### config.mk
export PLATFORM = sky130hd
export DESIGN_NAME = voc_osc
export DESIGN_NICKNAME = d
export VERILOG_FILES = /design/src/hdl/voc_pkg.sv /design/src/hdl/voc_osc.sv
export VERILOG_INCLUDE_DIRS = /design/src /design/src/hdl
export SDC_FILE = /design/constraint.sdc
export NUM_CORES = 1
export LEC_CHECK = 0
export ABC_AREA = 0
export BUFFER_PORTS_ARGS = -buffer_cell sky130_fd_sc_hd__buf_2
export CORE_ASPECT_RATIO = 0.7
export CORE_MARGIN = 1.5
export CORE_UTILIZATION = 59
export DETAILED_ROUTE_END_ITERATION = 12
export HOLD_SLACK_MARGIN = 0.12
export PLACE_DENSITY = 0.86
export SETUP_SLACK_MARGIN = 0.2
export SYNTH_ARGS = -nofsm -noshare
export SYNTH_HDL_FRONTEND = slang
export SYNTH_SLANG_ARGS = --single-unit
### constraint.sdc
create_clock -name ref_clk_i -period 6.5 [get_ports ref_clk_i]
set_clock_uncertainty 0.1 [all_clocks]
set_input_delay 1.3 -clock ref_clk_i [delete_from_list [all_inputs] [get_ports ref_clk_i]]
set_output_delay 1.3 -clock ref_clk_i [all_outputs]
set_load 0.03 [all_outputs]
### src/hdl/voc_osc_regs.svh
// register offsets, field positions, reset values and constants
`ifndef VOC_OSC_REGS_SVH
`define VOC_OSC_REGS_SVH

// register indices; byte address is four times the index
`define VOC_IDX_TONE_LOW 6'h00
`define VOC_IDX_TONE_HIGH 6'h01
`define VOC_IDX_DUTY_LOW 6'h02
`define VOC_IDX_DUTY_HIGH 6'h03
`define VOC_IDX_CONTROL 6'h04

// voice control bit positions
`define VOC_BIT_GATE 0
`define VOC_BIT_SYNC 1
`define VOC_BIT_RING 2
`define VOC_BIT_TEST 3
`define VOC_BIT_TRI 4
`define VOC_BIT_SAW 5
`define VOC_BIT_PULSE 6
`define VOC_BIT_NOISE 7

// reset values
`define VOC_RST_BYTE 8'h00
`define VOC_RST_ACC 24'h000000
`define VOC_RST_LFSR 23'h7FFFFF

// accumulator bit that steps the noise source
`define VOC_NOISE_TAP 19

`endif

### src/hdl/voc_pkg.sv
// types shared by the voice oscillator block
`default_nettype none

package voc_pkg;

    // apb request from the host
    typedef struct packed {
        logic psel;
        logic penable;
        logic pwrite;
        logic [7:0] paddr;
        logic [31:0] pwdata;
        logic [3:0] pstrb;
    } voc_apb_req_s;

    // apb answer to the host
    typedef struct packed {
        logic pready;
        logic pslverr;
        logic [31:0] prdata;
    } voc_apb_rsp_s;

    // whole state of the oscillator block
    typedef struct packed {
        logic [15:0] tune;     // tuning word
        logic [11:0] duty;     // pulse width word
        logic [7:0] ctrl;      // voice control byte
        logic [23:0] acc;      // phase accumulator
        logic osc3_msb;        // previous oscillator 3 msb
        logic noise_tap;       // previous noise step bit
        logic [22:0] lfsr;     // noise shift register
        logic [11:0] wave;     // combined waveform
        logic [11:0] voice;    // envelope-scaled voice
    } voc_state_s;

endpackage

`default_nettype wire

### src/hdl/voc_osc.sv
// voice 1 tone oscillator with its apb register file
`timescale 1ns/1ps
`default_nettype none
`include "voc_osc_regs.svh"

module voc_osc (
    input wire logic ref_clk_i,                  // system clock, 25 MHz
    input wire logic sys_rst_i,                  // async reset, high
    input wire voc_pkg::voc_apb_req_s apb_req_i, // apb request
    output var voc_pkg::voc_apb_rsp_s apb_rsp_o, // apb answer
    input wire logic osc3_msb_i,                 // oscillator 3 msb
    input wire logic [7:0] env_level_i,          // envelope amplitude
    output logic osc_msb_o,                      // own msb, for voice 2
    output logic gate_o,                         // envelope trigger level
    output logic [11:0] wave_o,                  // raw combined waveform
    output logic [11:0] voice_o                  // envelope-scaled voice
);

    // register index from an aligned byte address
    function automatic logic [5:0] voc_index(input logic [7:0] addr);
        voc_index = addr[7:2];
    endfunction

    // true when the address hits one of the five registers
    function automatic logic voc_mapped(input logic [7:0] addr);
        voc_mapped = (addr[1:0] == 2'h0) &&
                     (voc_index(addr) <= `VOC_IDX_CONTROL);
    endfunction

    voc_pkg::voc_state_s st_q; // registered state
    voc_pkg::voc_state_s st_d; // next state

    logic access; // apb access phase
    logic wr_en; // write taking effect this edge
    logic [5:0] idx; // decoded register index
    logic test; // oscillator held
    logic sync_hit; // oscillator 3 msb rising with sync on
    logic noise_step; // noise source advance
    logic tri_msb; // triangle fold bit, maybe ring modulated
    logic [11:0] tri_w; // triangle wave
    logic [11:0] saw_w; // sawtooth wave
    logic [11:0] pulse_w; // pulse wave
    logic [11:0] noise_w; // noise wave
    logic [11:0] mix_w; // AND of selected waves
    logic [19:0] scaled; // wave times envelope

    // zero-wait slave; unmapped addresses answer with an error
    always_comb begin
        access = apb_req_i.psel && apb_req_i.penable;
        idx = voc_index(apb_req_i.paddr);
        wr_en = access && apb_req_i.pwrite && apb_req_i.pstrb[0] &&
                voc_mapped(apb_req_i.paddr);
        apb_rsp_o.pready = 1'b1;
        apb_rsp_o.pslverr = access && !voc_mapped(apb_req_i.paddr);
        apb_rsp_o.prdata = 32'h00000000;
    end

    // waveform generation from the present accumulator
    always_comb begin
        test = st_q.ctrl[`VOC_BIT_TEST];
        // a rising msb only occurs if oscillator 3 steps at all
        sync_hit = st_q.ctrl[`VOC_BIT_SYNC] && osc3_msb_i &&
                   !st_q.osc3_msb;
        noise_step = st_q.acc[`VOC_NOISE_TAP] && !st_q.noise_tap;
        // ring: oscillator 3 msb flips the fold of the triangle
        tri_msb = st_q.acc[23] ^
                  (st_q.ctrl[`VOC_BIT_RING] && osc3_msb_i);
        tri_w = tri_msb ? ~st_q.acc[22:11] : st_q.acc[22:11];
        saw_w = st_q.acc[23:12];
        // duty compare; full-scale word pins the output high
        if (test) begin
            pulse_w = 12'hFFF;
        end else if (st_q.duty == 12'hFFF) begin
            pulse_w = 12'hFFF;
        end else if (st_q.acc[23:12] < st_q.duty) begin
            pulse_w = 12'hFFF;
        end else begin
            pulse_w = 12'h000;
        end
        noise_w = {st_q.lfsr[22], st_q.lfsr[20], st_q.lfsr[16],
                   st_q.lfsr[13], st_q.lfsr[11], st_q.lfsr[7],
                   st_q.lfsr[4], st_q.lfsr[2], 4'h0};
        // selected waves are ANDed, none selected gives zero
        mix_w = 12'hFFF;
        if (st_q.ctrl[`VOC_BIT_TRI]) begin
            mix_w = mix_w & tri_w;
        end
        if (st_q.ctrl[`VOC_BIT_SAW]) begin
            mix_w = mix_w & saw_w;
        end
        if (st_q.ctrl[`VOC_BIT_PULSE]) begin
            mix_w = mix_w & pulse_w;
        end
        if (st_q.ctrl[`VOC_BIT_NOISE]) begin
            mix_w = mix_w & noise_w;
        end
        if (st_q.ctrl[7:4] == 4'h0) begin
            mix_w = 12'h000;
        end
        scaled = st_q.wave * env_level_i;
    end

    // next state: registers, accumulator, noise, outputs
    always_comb begin
        st_d = st_q;
        // register writes, low byte lane only
        if (wr_en) begin
            case (idx)
                `VOC_IDX_TONE_LOW: begin
                    st_d.tune[7:0] = apb_req_i.pwdata[7:0];
                end
                `VOC_IDX_TONE_HIGH: begin
                    st_d.tune[15:8] = apb_req_i.pwdata[7:0];
                end
                `VOC_IDX_DUTY_LOW: begin
                    st_d.duty[7:0] = apb_req_i.pwdata[7:0];
                end
                `VOC_IDX_DUTY_HIGH: begin
                    st_d.duty[11:8] = apb_req_i.pwdata[3:0];
                end
                `VOC_IDX_CONTROL: begin
                    st_d.ctrl = apb_req_i.pwdata[7:0];
                end
                default: begin
                    st_d.ctrl = st_q.ctrl; // unmapped, nothing stored
                end
            endcase
        end
        // phase accumulator; test wins over sync and stepping
        if (test) begin
            st_d.acc = `VOC_RST_ACC;
        end else if (sync_hit) begin
            st_d.acc = `VOC_RST_ACC;
        end else begin
            st_d.acc = st_q.acc + {8'h00, st_q.tune};
        end
        st_d.osc3_msb = osc3_msb_i;
        st_d.noise_tap = st_q.acc[`VOC_NOISE_TAP];
        // noise source steps on each rise of the tap bit
        if (test) begin
            st_d.lfsr = `VOC_RST_LFSR;
        end else if (noise_step) begin
            st_d.lfsr = {st_q.lfsr[21:0], st_q.lfsr[22] ^ st_q.lfsr[17]};
        end
        st_d.wave = mix_w;
        st_d.voice = scaled[19:8];
    end

    // state register
    always_ff @(posedge ref_clk_i or posedge sys_rst_i) begin
        if (sys_rst_i) begin
            st_q.tune <= {`VOC_RST_BYTE, `VOC_RST_BYTE};
            st_q.duty <= 12'h000;
            st_q.ctrl <= `VOC_RST_BYTE;
            st_q.acc <= `VOC_RST_ACC;
            st_q.osc3_msb <= 1'b0;
            st_q.noise_tap <= 1'b0;
            st_q.lfsr <= `VOC_RST_LFSR;
            st_q.wave <= 12'h000;
            st_q.voice <= 12'h000;
        end else begin
            st_q <= st_d;
        end
    end

    // outputs straight from the state
    always_comb begin
        osc_msb_o = st_q.acc[23];
        gate_o = st_q.ctrl[`VOC_BIT_GATE];
        wave_o = st_q.wave;
        voice_o = st_q.voice;
    end

    // accumulator held at zero one cycle after test is seen
    property p_test_hold;
        @(posedge ref_clk_i) disable iff (sys_rst_i)
        st_q.ctrl[`VOC_BIT_TEST] |=> (st_q.acc == 24'h000000);
    endproperty
    a_test_hold: assert property (p_test_hold)
        else $error("accumulator not held by test");

    // free running accumulator steps by the tuning word
    property p_step;
        @(posedge ref_clk_i) disable iff (sys_rst_i)
        (!test && !sync_hit) |=>
            (st_q.acc == $past(st_q.acc) + {8'h00, $past(st_q.tune)});
    endproperty
    a_step: assert property (p_step)
        else $error("accumulator step wrong");

    // sync edge clears the accumulator
    property p_sync;
        @(posedge ref_clk_i) disable iff (sys_rst_i)
        (st_q.ctrl[`VOC_BIT_SYNC] && osc3_msb_i && !st_q.osc3_msb)
            |=> (st_q.acc == 24'h000000);
    endproperty
    a_sync: assert property (p_sync)
        else $error("sync did not clear accumulator");

    // high duty byte keeps only its low nibble
    property p_duty_high;
        @(posedge ref_clk_i) disable iff (sys_rst_i)
        (wr_en && idx == `VOC_IDX_DUTY_HIGH) |=>
            (st_q.duty[11:8] == $past(apb_req_i.pwdata[3:0]));
    endproperty
    a_duty_high: assert property (p_duty_high)
        else $error("duty high nibble wrong");

    // high tone byte lands in the upper eight bits
    property p_tone_high;
        @(posedge ref_clk_i) disable iff (sys_rst_i)
        (wr_en && idx == `VOC_IDX_TONE_HIGH) |=>
            (st_q.tune[15:8] == $past(apb_req_i.pwdata[7:0]));
    endproperty
    a_tone_high: assert property (p_tone_high)
        else $error("tone high byte wrong");

    // reads always return zero
    property p_read_zero;
        @(posedge ref_clk_i) disable iff (sys_rst_i)
        (access && !apb_req_i.pwrite) |-> (apb_rsp_o.prdata == 32'h0);
    endproperty
    a_read_zero: assert property (p_read_zero)
        else $error("register read returned data");

    // control write drives the gate output next cycle
    property p_gate;
        @(posedge ref_clk_i) disable iff (sys_rst_i)
        (wr_en && idx == `VOC_IDX_CONTROL) |=>
            (gate_o == $past(apb_req_i.pwdata[0]));
    endproperty
    a_gate: assert property (p_gate)
        else $error("gate output does not follow write");

    // no wave selected gives a silent raw output
    property p_none;
        @(posedge ref_clk_i) disable iff (sys_rst_i)
        (st_q.ctrl[7:4] == 4'h0) |=> (wave_o == 12'h000);
    endproperty
    a_none: assert property (p_none)
        else $error("output with no wave selected");

    // zero envelope level silences the voice on the next cycle
    property p_silent;
        @(posedge ref_clk_i) disable iff (sys_rst_i)
        (env_level_i == 8'h00) |=> (voice_o == 12'h000);
    endproperty
    a_silent: assert property (p_silent)
        else $error("voice audible at zero envelope");

    // pulse alone with duty zero stays low
    property p_pulse_dc;
        @(posedge ref_clk_i) disable iff (sys_rst_i)
        (st_q.ctrl[7:4] == 4'h4 && st_q.duty == 12'h000 && !test)
            |=> (wave_o == 12'h000);
    endproperty
    a_pulse_dc: assert property (p_pulse_dc)
        else $error("pulse not DC at duty zero");

    // low tone byte lands in the lower eight bits
    property p_tone_low;
        @(posedge ref_clk_i) disable iff (sys_rst_i)
        (wr_en && idx == `VOC_IDX_TONE_LOW) |=>
            (st_q.tune[7:0] == $past(apb_req_i.pwdata[7:0]));
    endproperty
    a_tone_low: assert property (p_tone_low)
        else $error("tone low byte wrong");

    // low duty byte lands in the lower eight bits
    property p_duty_low;
        @(posedge ref_clk_i) disable iff (sys_rst_i)
        (wr_en && idx == `VOC_IDX_DUTY_LOW) |=>
            (st_q.duty[7:0] == $past(apb_req_i.pwdata[7:0]));
    endproperty
    a_duty_low: assert property (p_duty_low)
        else $error("duty low byte wrong");

    // a refused write leaves every register as it was
    property p_no_store;
        @(posedge ref_clk_i) disable iff (sys_rst_i)
        (access && apb_req_i.pwrite && !voc_mapped(apb_req_i.paddr)) |=>
            (st_q.tune == $past(st_q.tune) &&
             st_q.duty == $past(st_q.duty) &&
             st_q.ctrl == $past(st_q.ctrl));
    endproperty
    a_no_store: assert property (p_no_store)
        else $error("refused write changed a register");

    // test puts the noise source back to its seed
    property p_noise_seed;
        @(posedge ref_clk_i) disable iff (sys_rst_i)
        test |=> (st_q.lfsr == `VOC_RST_LFSR);
    endproperty
    a_noise_seed: assert property (p_noise_seed)
        else $error("noise source not reset by test");

    // full-scale duty word pins a lone pulse high
    property p_pulse_full;
        @(posedge ref_clk_i) disable iff (sys_rst_i)
        (st_q.ctrl[7:4] == 4'h4 && st_q.duty == 12'hFFF)
            |=> (wave_o == 12'hFFF);
    endproperty
    a_pulse_full: assert property (p_pulse_full)
        else $error("pulse not DC at full-scale duty");

    // lone sawtooth shows the top accumulator bits
    property p_saw;
        @(posedge ref_clk_i) disable iff (sys_rst_i)
        (st_q.ctrl[7:4] == 4'h2) |=> (wave_o == $past(st_q.acc[23:12]));
    endproperty
    a_saw: assert property (p_saw)
        else $error("sawtooth wave wrong");

    // plain triangle folds on the accumulator msb alone
    property p_tri;
        @(posedge ref_clk_i) disable iff (sys_rst_i)
        (st_q.ctrl[7:4] == 4'h1 && !st_q.ctrl[`VOC_BIT_RING])
            |=> (wave_o[11] == ($past(st_q.acc[23]) != $past(st_q.acc[22])));
    endproperty
    a_tri: assert property (p_tri)
        else $error("triangle fold wrong");

    // ring bit with oscillator 3 high flips the triangle fold
    property p_ring;
        @(posedge ref_clk_i) disable iff (sys_rst_i)
        (st_q.ctrl[7:4] == 4'h1 && st_q.ctrl[`VOC_BIT_RING] && osc3_msb_i)
            |=> (wave_o[11] == ($past(st_q.acc[23]) == $past(st_q.acc[22])));
    endproperty
    a_ring: assert property (p_ring)
        else $error("ring product fold wrong");

endmodule // voc_osc

`default_nettype wire

# Yosys cells after proc, flatten, opt, wreduce, memory -nomap -nowiden
# Cells that the tools add are included.
# Widths: inputs -> output; s select.
# op_classes
addsub,1
mul,1
magnitude_cmp,2
n_eq_ne,5
n_mux,13
n_bitwise,6
reduce_logical,22
# ops
op,n
$mux 12,9
$mux 24,2
$mux 23,2
$and 12x12->12,3
$add 24x16->24,1
$mul 12x8->20,1
$eq 12x12->1 const B,1
$eq 6x2->1 const B,2
$lt 12x12->1,1
$not 12->12,1
$logic_and 1x1->1,10
$reduce_and 2->1,5
$eq 6x1->1 const B,1
$eq 6x3->1 const B,1
$le 6x3->1 const B,1
$logic_not 6->1,1
$logic_not 4->1,1
$logic_not 1->1,3
$logic_not 2->1,1
$reduce_bool 2->1,1
$xor 1x1->1,2
# totals
reg_bits,109
inputBits,58
output_inout_bits,60
wordCells,61

# Depth between registers and ports, before layout
# depth
ltp_word,11
mapped_depth,18
mapped_depth_nobuf,16

# Worst setup path after synthesis
# Ideal clock, no wire load.
# synth_path
path_type,input-to-reg
from,input port env_level_i[7]
to,"register st_q, in the netlist voice_o[9]"
setup_ps,80
t_arrival_ps,5339
required_time_ps,6320
slack_ps,981
cell_stages,17
n_path_buf,1
cell_sequence,clkbuf_1 and2_1 fa_1 inv_1 fa_1 inv_1 fa_1 inv_1 fa_1 inv_1 ha_1 and3_1 a21oi_1 o21ai_0 a221o_1 a21oi_1 xnor2_1
# synth_via
elab_chain_len,1
# synth_rtl
element,line_no,rtl
start: declaration,voc_osc.sv:12,"input wire logic [7:0] env_level_i,"
$mul 12x8->20,voc_osc.sv:100,scaled = st_q.wave * env_level_i;
via scaled[17],voc_osc.sv:45,logic [19:0] scaled;
end signal: assignment,voc_osc.sv:162,st_q <= st_d;
end: declaration,voc_osc.sv:30,voc_pkg::voc_state_s st_q;
# The timed path passes the listed nets, and every way through them passes these cells.
# A chain may end at the register's enable or synchronous reset.

# Worst setup path after layout
# layout_path
from,input port env_level_i[7]
to,"register st_q, in the netlist voice_o[10]"
# Same word-level chain as after synthesis.

==> run_summary.xml <==
<?xml version="1.0" encoding="UTF-8"?>
<metrics>
  <group name="status">
    <metric name="run_status" unit="">completed</metric>
  </group>
  <group name="power_and_ir_drop">
    <metric name="power.ir.vdd_worst" unit="mV">0.1550</metric>
    <metric name="power_per_cell_area" unit="nW/µm²">163.8</metric>
    <metric name="p_sw_share" unit="%">28.88</metric>
    <metric name="power_frac_clock" unit="%">37.3</metric>
    <metric name="fin_total_pwr" unit="mW">1.497</metric>
    <metric name="power_frac_seq" unit="%">49.7</metric>
    <metric name="power.static_leakage" unit="nW">4.728</metric>
    <metric name="design_internal_power" unit="mW">1.065</metric>
    <metric name="comb_power_share" unit="%">13.0</metric>
    <metric name="switchingPower" unit="mW">0.4324</metric>
  </group>
  <group name="worst_setup_path">
    <metric name="crit_path_start_kind" unit="">input port</metric>
    <metric name="cp.required" unit="ns">6.63</metric>
    <metric name="crit_path_max_delay_family" unit="">adder cells</metric>
    <metric name="arrival_worst_endpoint" unit="ns">5.52</metric>
    <metric name="worst-path-buf-inv" unit="">5</metric>
    <metric name="criticalPathCategory" unit="">input port to flop</metric>
    <metric name="end_kind" unit="">flop</metric>
    <metric name="slowest_delay" unit="ns">0.54</metric>
    <metric name="worstPathMaxFanout" unit="">12</metric>
    <metric name="critical_path_s_slowest_cell" unit="">sky130_fd_sc_hd__fa_1</metric>
    <metric name="path_cells" unit="">buf_2, and2_1, fa_1, inv_1, fa_1, inv_1, fa_1, inv_1, fa_1, inv_1, ha_1, and3_1, a21oi_1, o21ai_0, a221o_1, o311ai_1</metric>
  </group>
  <group name="synthesis">
    <metric name="yosysUniqueCellTypes" unit="">61</metric>
    <metric name="synth_edf_count" unit="">0</metric>
    <metric name="synthCells" unit="">866</metric>
    <metric name="ys_warn_count" unit="">0</metric>
    <metric name="most_instantiated_flip_flop_cell_in_the_synthesis_netlist" unit="">sky130_fd_sc_hd__dfrtp_1</metric>
    <metric name="total_standard_cell_area_after_synthesis" unit="µm²">8687</metric>
    <metric name="syn-mean-instance-area" unit="µm²">10.03</metric>
    <metric name="synth-seq-cells" unit="">109</metric>
    <metric name="synth_async_sr_flop_share" unit="%">100.0</metric>
    <metric name="sequential_share_of_the_synthesized_area" unit="%">31.73</metric>
  </group>
  <group name="detailed_routing">
    <metric name="final_antenna_net_count" unit="">0</metric>
    <metric name="wl_per_cell" unit="µm">16.89</metric>
    <metric name="detail_route.iter0.violations" unit="">496</metric>
    <metric name="vias" unit="">6140</metric>
    <metric name="post-route-drc-count" unit="">0</metric>
    <metric name="drt_pre_antenna_iters" unit="">5</metric>
    <metric name="finalWirelength" unit="mm">18.27</metric>
    <metric name="post_drt_via_cell_ratio" unit="">5.675</metric>
  </group>
  <group name="floorplanning">
    <metric name="floorplan.die.width" unit="µm">148.0</metric>
    <metric name="floorplan.initialDensity" unit="%">61.42</metric>
    <metric name="placeableCoreArea" unit="µm²">14140</metric>
    <metric name="dieHeight" unit="µm">104.5</metric>
    <metric name="die-area" unit="µm²">15470</metric>
    <metric name="num_io_pins" unit="">118</metric>
    <metric name="core.rowCount" unit="">36</metric>
  </group>
  <group name="timing">
    <metric name="setup_slack" unit="ns">1.110</metric>
    <metric name="worst_slew_margin_rel" unit="%">46.77</metric>
    <metric name="post-route-min-period" unit="ns">5.390</metric>
    <metric name="rsz_0062_raised_after_global_routing" unit="">no</metric>
    <metric name="post_route_setup_tns" unit="ns">0</metric>
    <metric name="final_hold_viol_count" unit="">0</metric>
    <metric name="worstMarginPinSlew" unit="ns">0.7962</metric>
    <metric name="drv_slew" unit="">0</metric>
    <metric name="period_share" unit="%">82.93</metric>
    <metric name="setup_viol" unit="">0</metric>
    <metric name="fmax" unit="GHz">0.1855</metric>
    <metric name="finalHoldWorstSlack" unit="ns">0.4099</metric>
  </group>
  <group name="finish">
    <metric name="fin_nets" unit="">1069</metric>
    <metric name="most-common-layout-cells" unit="">sky130_fd_sc_hd__inv_1, sky130_fd_sc_hd__and2_1, sky130_fd_sc_hd__dfrtp_1, sky130_fd_sc_hd__ha_1, sky130_fd_sc_hd__fa_1</metric>
    <metric name="drive_above_1_share" unit="%">16.14</metric>
    <metric name="most_frequent_standard_cell_in_the_layout_excluding_fill_and_tap_cells" unit="">sky130_fd_sc_hd__inv_1</metric>
    <metric name="n_antenna_cell" unit="">0</metric>
    <metric name="synthToLayoutAreaGrowth" unit="%">5.214</metric>
    <metric name="finish.utilization" unit="%">64.62</metric>
    <metric name="layout.filler_cells" unit="">1080</metric>
  </group>
  <group name="worst_hold_path">
    <metric name="hold_class" unit="">flop to flop</metric>
  </group>
  <group name="clocking">
    <metric name="cts_buffers" unit="">9</metric>
    <metric name="cts_hold_buf" unit="">0</metric>
    <metric name="cts_tree" unit="">built</metric>
    <metric name="cts.reportedPaths.clkPinSlew" unit="ns">0.08</metric>
    <metric name="clock_latency_of_the_later_clocked_register_in_the_worst_skew_pair" unit="ns">0.35</metric>
    <metric name="cts_sinks" unit="">109</metric>
    <metric name="ctsLongestPathBuffers" unit="">2</metric>
    <metric name="cts.root.buffer_cell" unit="">sky130_fd_sc_hd__clkbuf_16</metric>
    <metric name="post_cts.repair.setup_buffers" unit="">0</metric>
    <metric name="h_tree_levels" unit="">3</metric>
    <metric name="post_cts_resize_count" unit="">0</metric>
  </group>
  <group name="flow_run">
    <metric name="cap_viol_max_count" unit="">0</metric>
  </group>
  <group name="grt">
    <metric name="first_global_vias" unit="">6065</metric>
    <metric name="grt_overflow_total" unit="">0</metric>
    <metric name="global_route.usage.met1" unit="%">35.41</metric>
    <metric name="grt_max_degree" unit="">59</metric>
    <metric name="gr-usage-all-layers" unit="%">24.89</metric>
    <metric name="antenna_found_initial" unit="">0</metric>
    <metric name="global_route.usage.met3" unit="%">5.746</metric>
    <metric name="grt_pass1_wl" unit="mm">30.58</metric>
    <metric name="globalRouteMet2Util" unit="%">38.79</metric>
    <metric name="gr-max-usage-layer" unit="">met2</metric>
  </group>
  <group name="placed_design">
    <metric name="gp_congestion" unit="">0.8818</metric>
    <metric name="dp_hpwl" unit="mm">13.72</metric>
    <metric name="pre_cts_ws" unit="ns">0.7398</metric>
    <metric name="count_of_buffers_from_port_buffering" unit="">57</metric>
  </group>
</metrics>
[power by group through the flow]
stage	sequential, mW	combinational, mW	clock [mW]
after floorplan	0.748	0.169	0
after global placement	0.756	0.185	0
after detailed placement	0.757	0.191	0
after CTS	0.744	0.194	0.565
after global routing	0.749	0.214	0.589
final	0.745	0.194	0.558
[cell usage after synthesis, types with 3 or more instances]
library cell / number / area [µm²]
sky130_fd_sc_hd__o211ai_1: 4 / 30.03
sky130_fd_sc_hd__buf_4: 57 / 427.9
sky130_fd_sc_hd__mux2_2: 36 / 405.4
sky130_fd_sc_hd__xnor2_1: 21 / 183.9
sky130_fd_sc_hd__nor2_1: 36 / 135.1
sky130_fd_sc_hd__a31oi_1: 3 / 18.77
sky130_fd_sc_hd__a21o_1: 13 / 97.59
sky130_fd_sc_hd__a211oi_1: 6 / 45.04
sky130_fd_sc_hd__nand2b_1: 6 / 37.54
sky130_fd_sc_hd__nand4_1: 10 / 62.56
sky130_fd_sc_hd__clkbuf_1: 19 / 71.32
sky130_fd_sc_hd__mux2i_1: 6 / 60.06
sky130_fd_sc_hd__nor4_1: 3 / 18.77
sky130_fd_sc_hd__o21ai_0: 19 / 95.09
sky130_fd_sc_hd__a21oi_1: 40 / 200.2
sky130_fd_sc_hd__dfrtp_1: 86 / 2152
sky130_fd_sc_hd__fa_1: 60 / 1201
sky130_fd_sc_hd__nand3_1: 11 / 55.05
sky130_fd_sc_hd__o2111a_1: 4 / 45.04
sky130_fd_sc_hd__o21a_1: 4 / 30.03
sky130_fd_sc_hd__and2_1: 88 / 550.5
sky130_fd_sc_hd__inv_1: 98 / 367.9
sky130_fd_sc_hd__nor3_1: 6 / 30.03
sky130_fd_sc_hd__xor2_1: 15 / 131.4
sky130_fd_sc_hd__dfstp_2: 23 / 604.3
sky130_fd_sc_hd__and3_1: 4 / 25.02
sky130_fd_sc_hd__ha_1: 64 / 800.8
sky130_fd_sc_hd__o22a_1: 23 / 201.4
sky130_fd_sc_hd__nand2_1: 52 / 195.2
sky130_fd_sc_hd__o22ai_1: 8 / 50.05
[worst register-to-register path, stage by stage (launching register included)]
cell and delay, ns:
sky130_fd_sc_hd__dfrtp_1 0.48, sky130_fd_sc_hd__and2_1 0.23, sky130_fd_sc_hd__fa_1 0.54, sky130_fd_sc_hd__inv_1 0.06
sky130_fd_sc_hd__fa_1 0.52, sky130_fd_sc_hd__inv_1 0.05, sky130_fd_sc_hd__fa_1 0.52, sky130_fd_sc_hd__inv_1 0.05
sky130_fd_sc_hd__fa_1 0.53, sky130_fd_sc_hd__inv_1 0.04, sky130_fd_sc_hd__ha_1 0.36, sky130_fd_sc_hd__and3_1 0.22
sky130_fd_sc_hd__a21oi_1 0.13, sky130_fd_sc_hd__o21ai_0 0.12, sky130_fd_sc_hd__a221o_1 0.42, sky130_fd_sc_hd__o311ai_1 0.32
[kinds of logic (layout without fill, tap and decap cells)]
logic type | count (synthesis) | in the layout | synth area share, %
xor gates and xnor gates | 36 | 36 | 3.630
other | 2 | 33 | 0.08645
DFF | 109 | 109 | 31.73
adders and majority gates | 124 | 124 | 23.04
buffers and inverters | 179 | 174 | 10.24
muxes | 43 | 43 | 5.531
and+or+nand+nor | 231 | 231 | 14.48
AOI/OAI and AO/OA | 142 | 142 | 11.26
[final timing paths]
kind / from / endpoint / slack (ns) / depth (start not counted)
worst max-delay path: env_level_i[7] / voice_o[10] / 1.11 / 16
worst min-delay path: gate_o / gate_o / 0.41 / 1
worst max register to register: wave_o[6] / voice_o[10] / 1.69 / 15
worst min register to register: gate_o / gate_o / 0.41 / 1
max in group asynchronous: sys_rst_i / saw_w[8] / 4.22 / 3
min in group asynchronous: sys_rst_i / voice_o[10] / 0.97 / 2
[registers in the layout, indices dropped and copies added, names as in the netlist]
| register | count |
|---|---|
| st_q | 64 |
| noise_w | 8 |
| voice_o | 12 |
| saw_w | 11 |
| osc_msb_o | 1 |
| wave_o | 12 |
| gate_o | 1 |
[stage by stage]
stage,area (µm²),std cells
final,9140,1082
after global routing,9140,1082
after CTS,9140,1082
after detailed placement,8830,1066
after global placement,8830,1066
after floorplan,8803,897
[final cells by class]
type                    count  area, µm²  area share (%)
multi-input cells         609       5157           56.43
flip-flops and latches    109       2756           30.16
inverters                  98      370.4           4.052
repair buffers             60      307.8           3.368
well taps                 190      237.7           2.601
clock buffers               9      225.2           2.464
clock inverters             7      85.08          0.9309
[routing by layer]
metal	wire length [µm]	share of wire [%]
met5	0	0
met4	352	1.9
met3	1411	7.7
met2	8348	46
met1	8160	45
(Power assumes the default switching activity.)
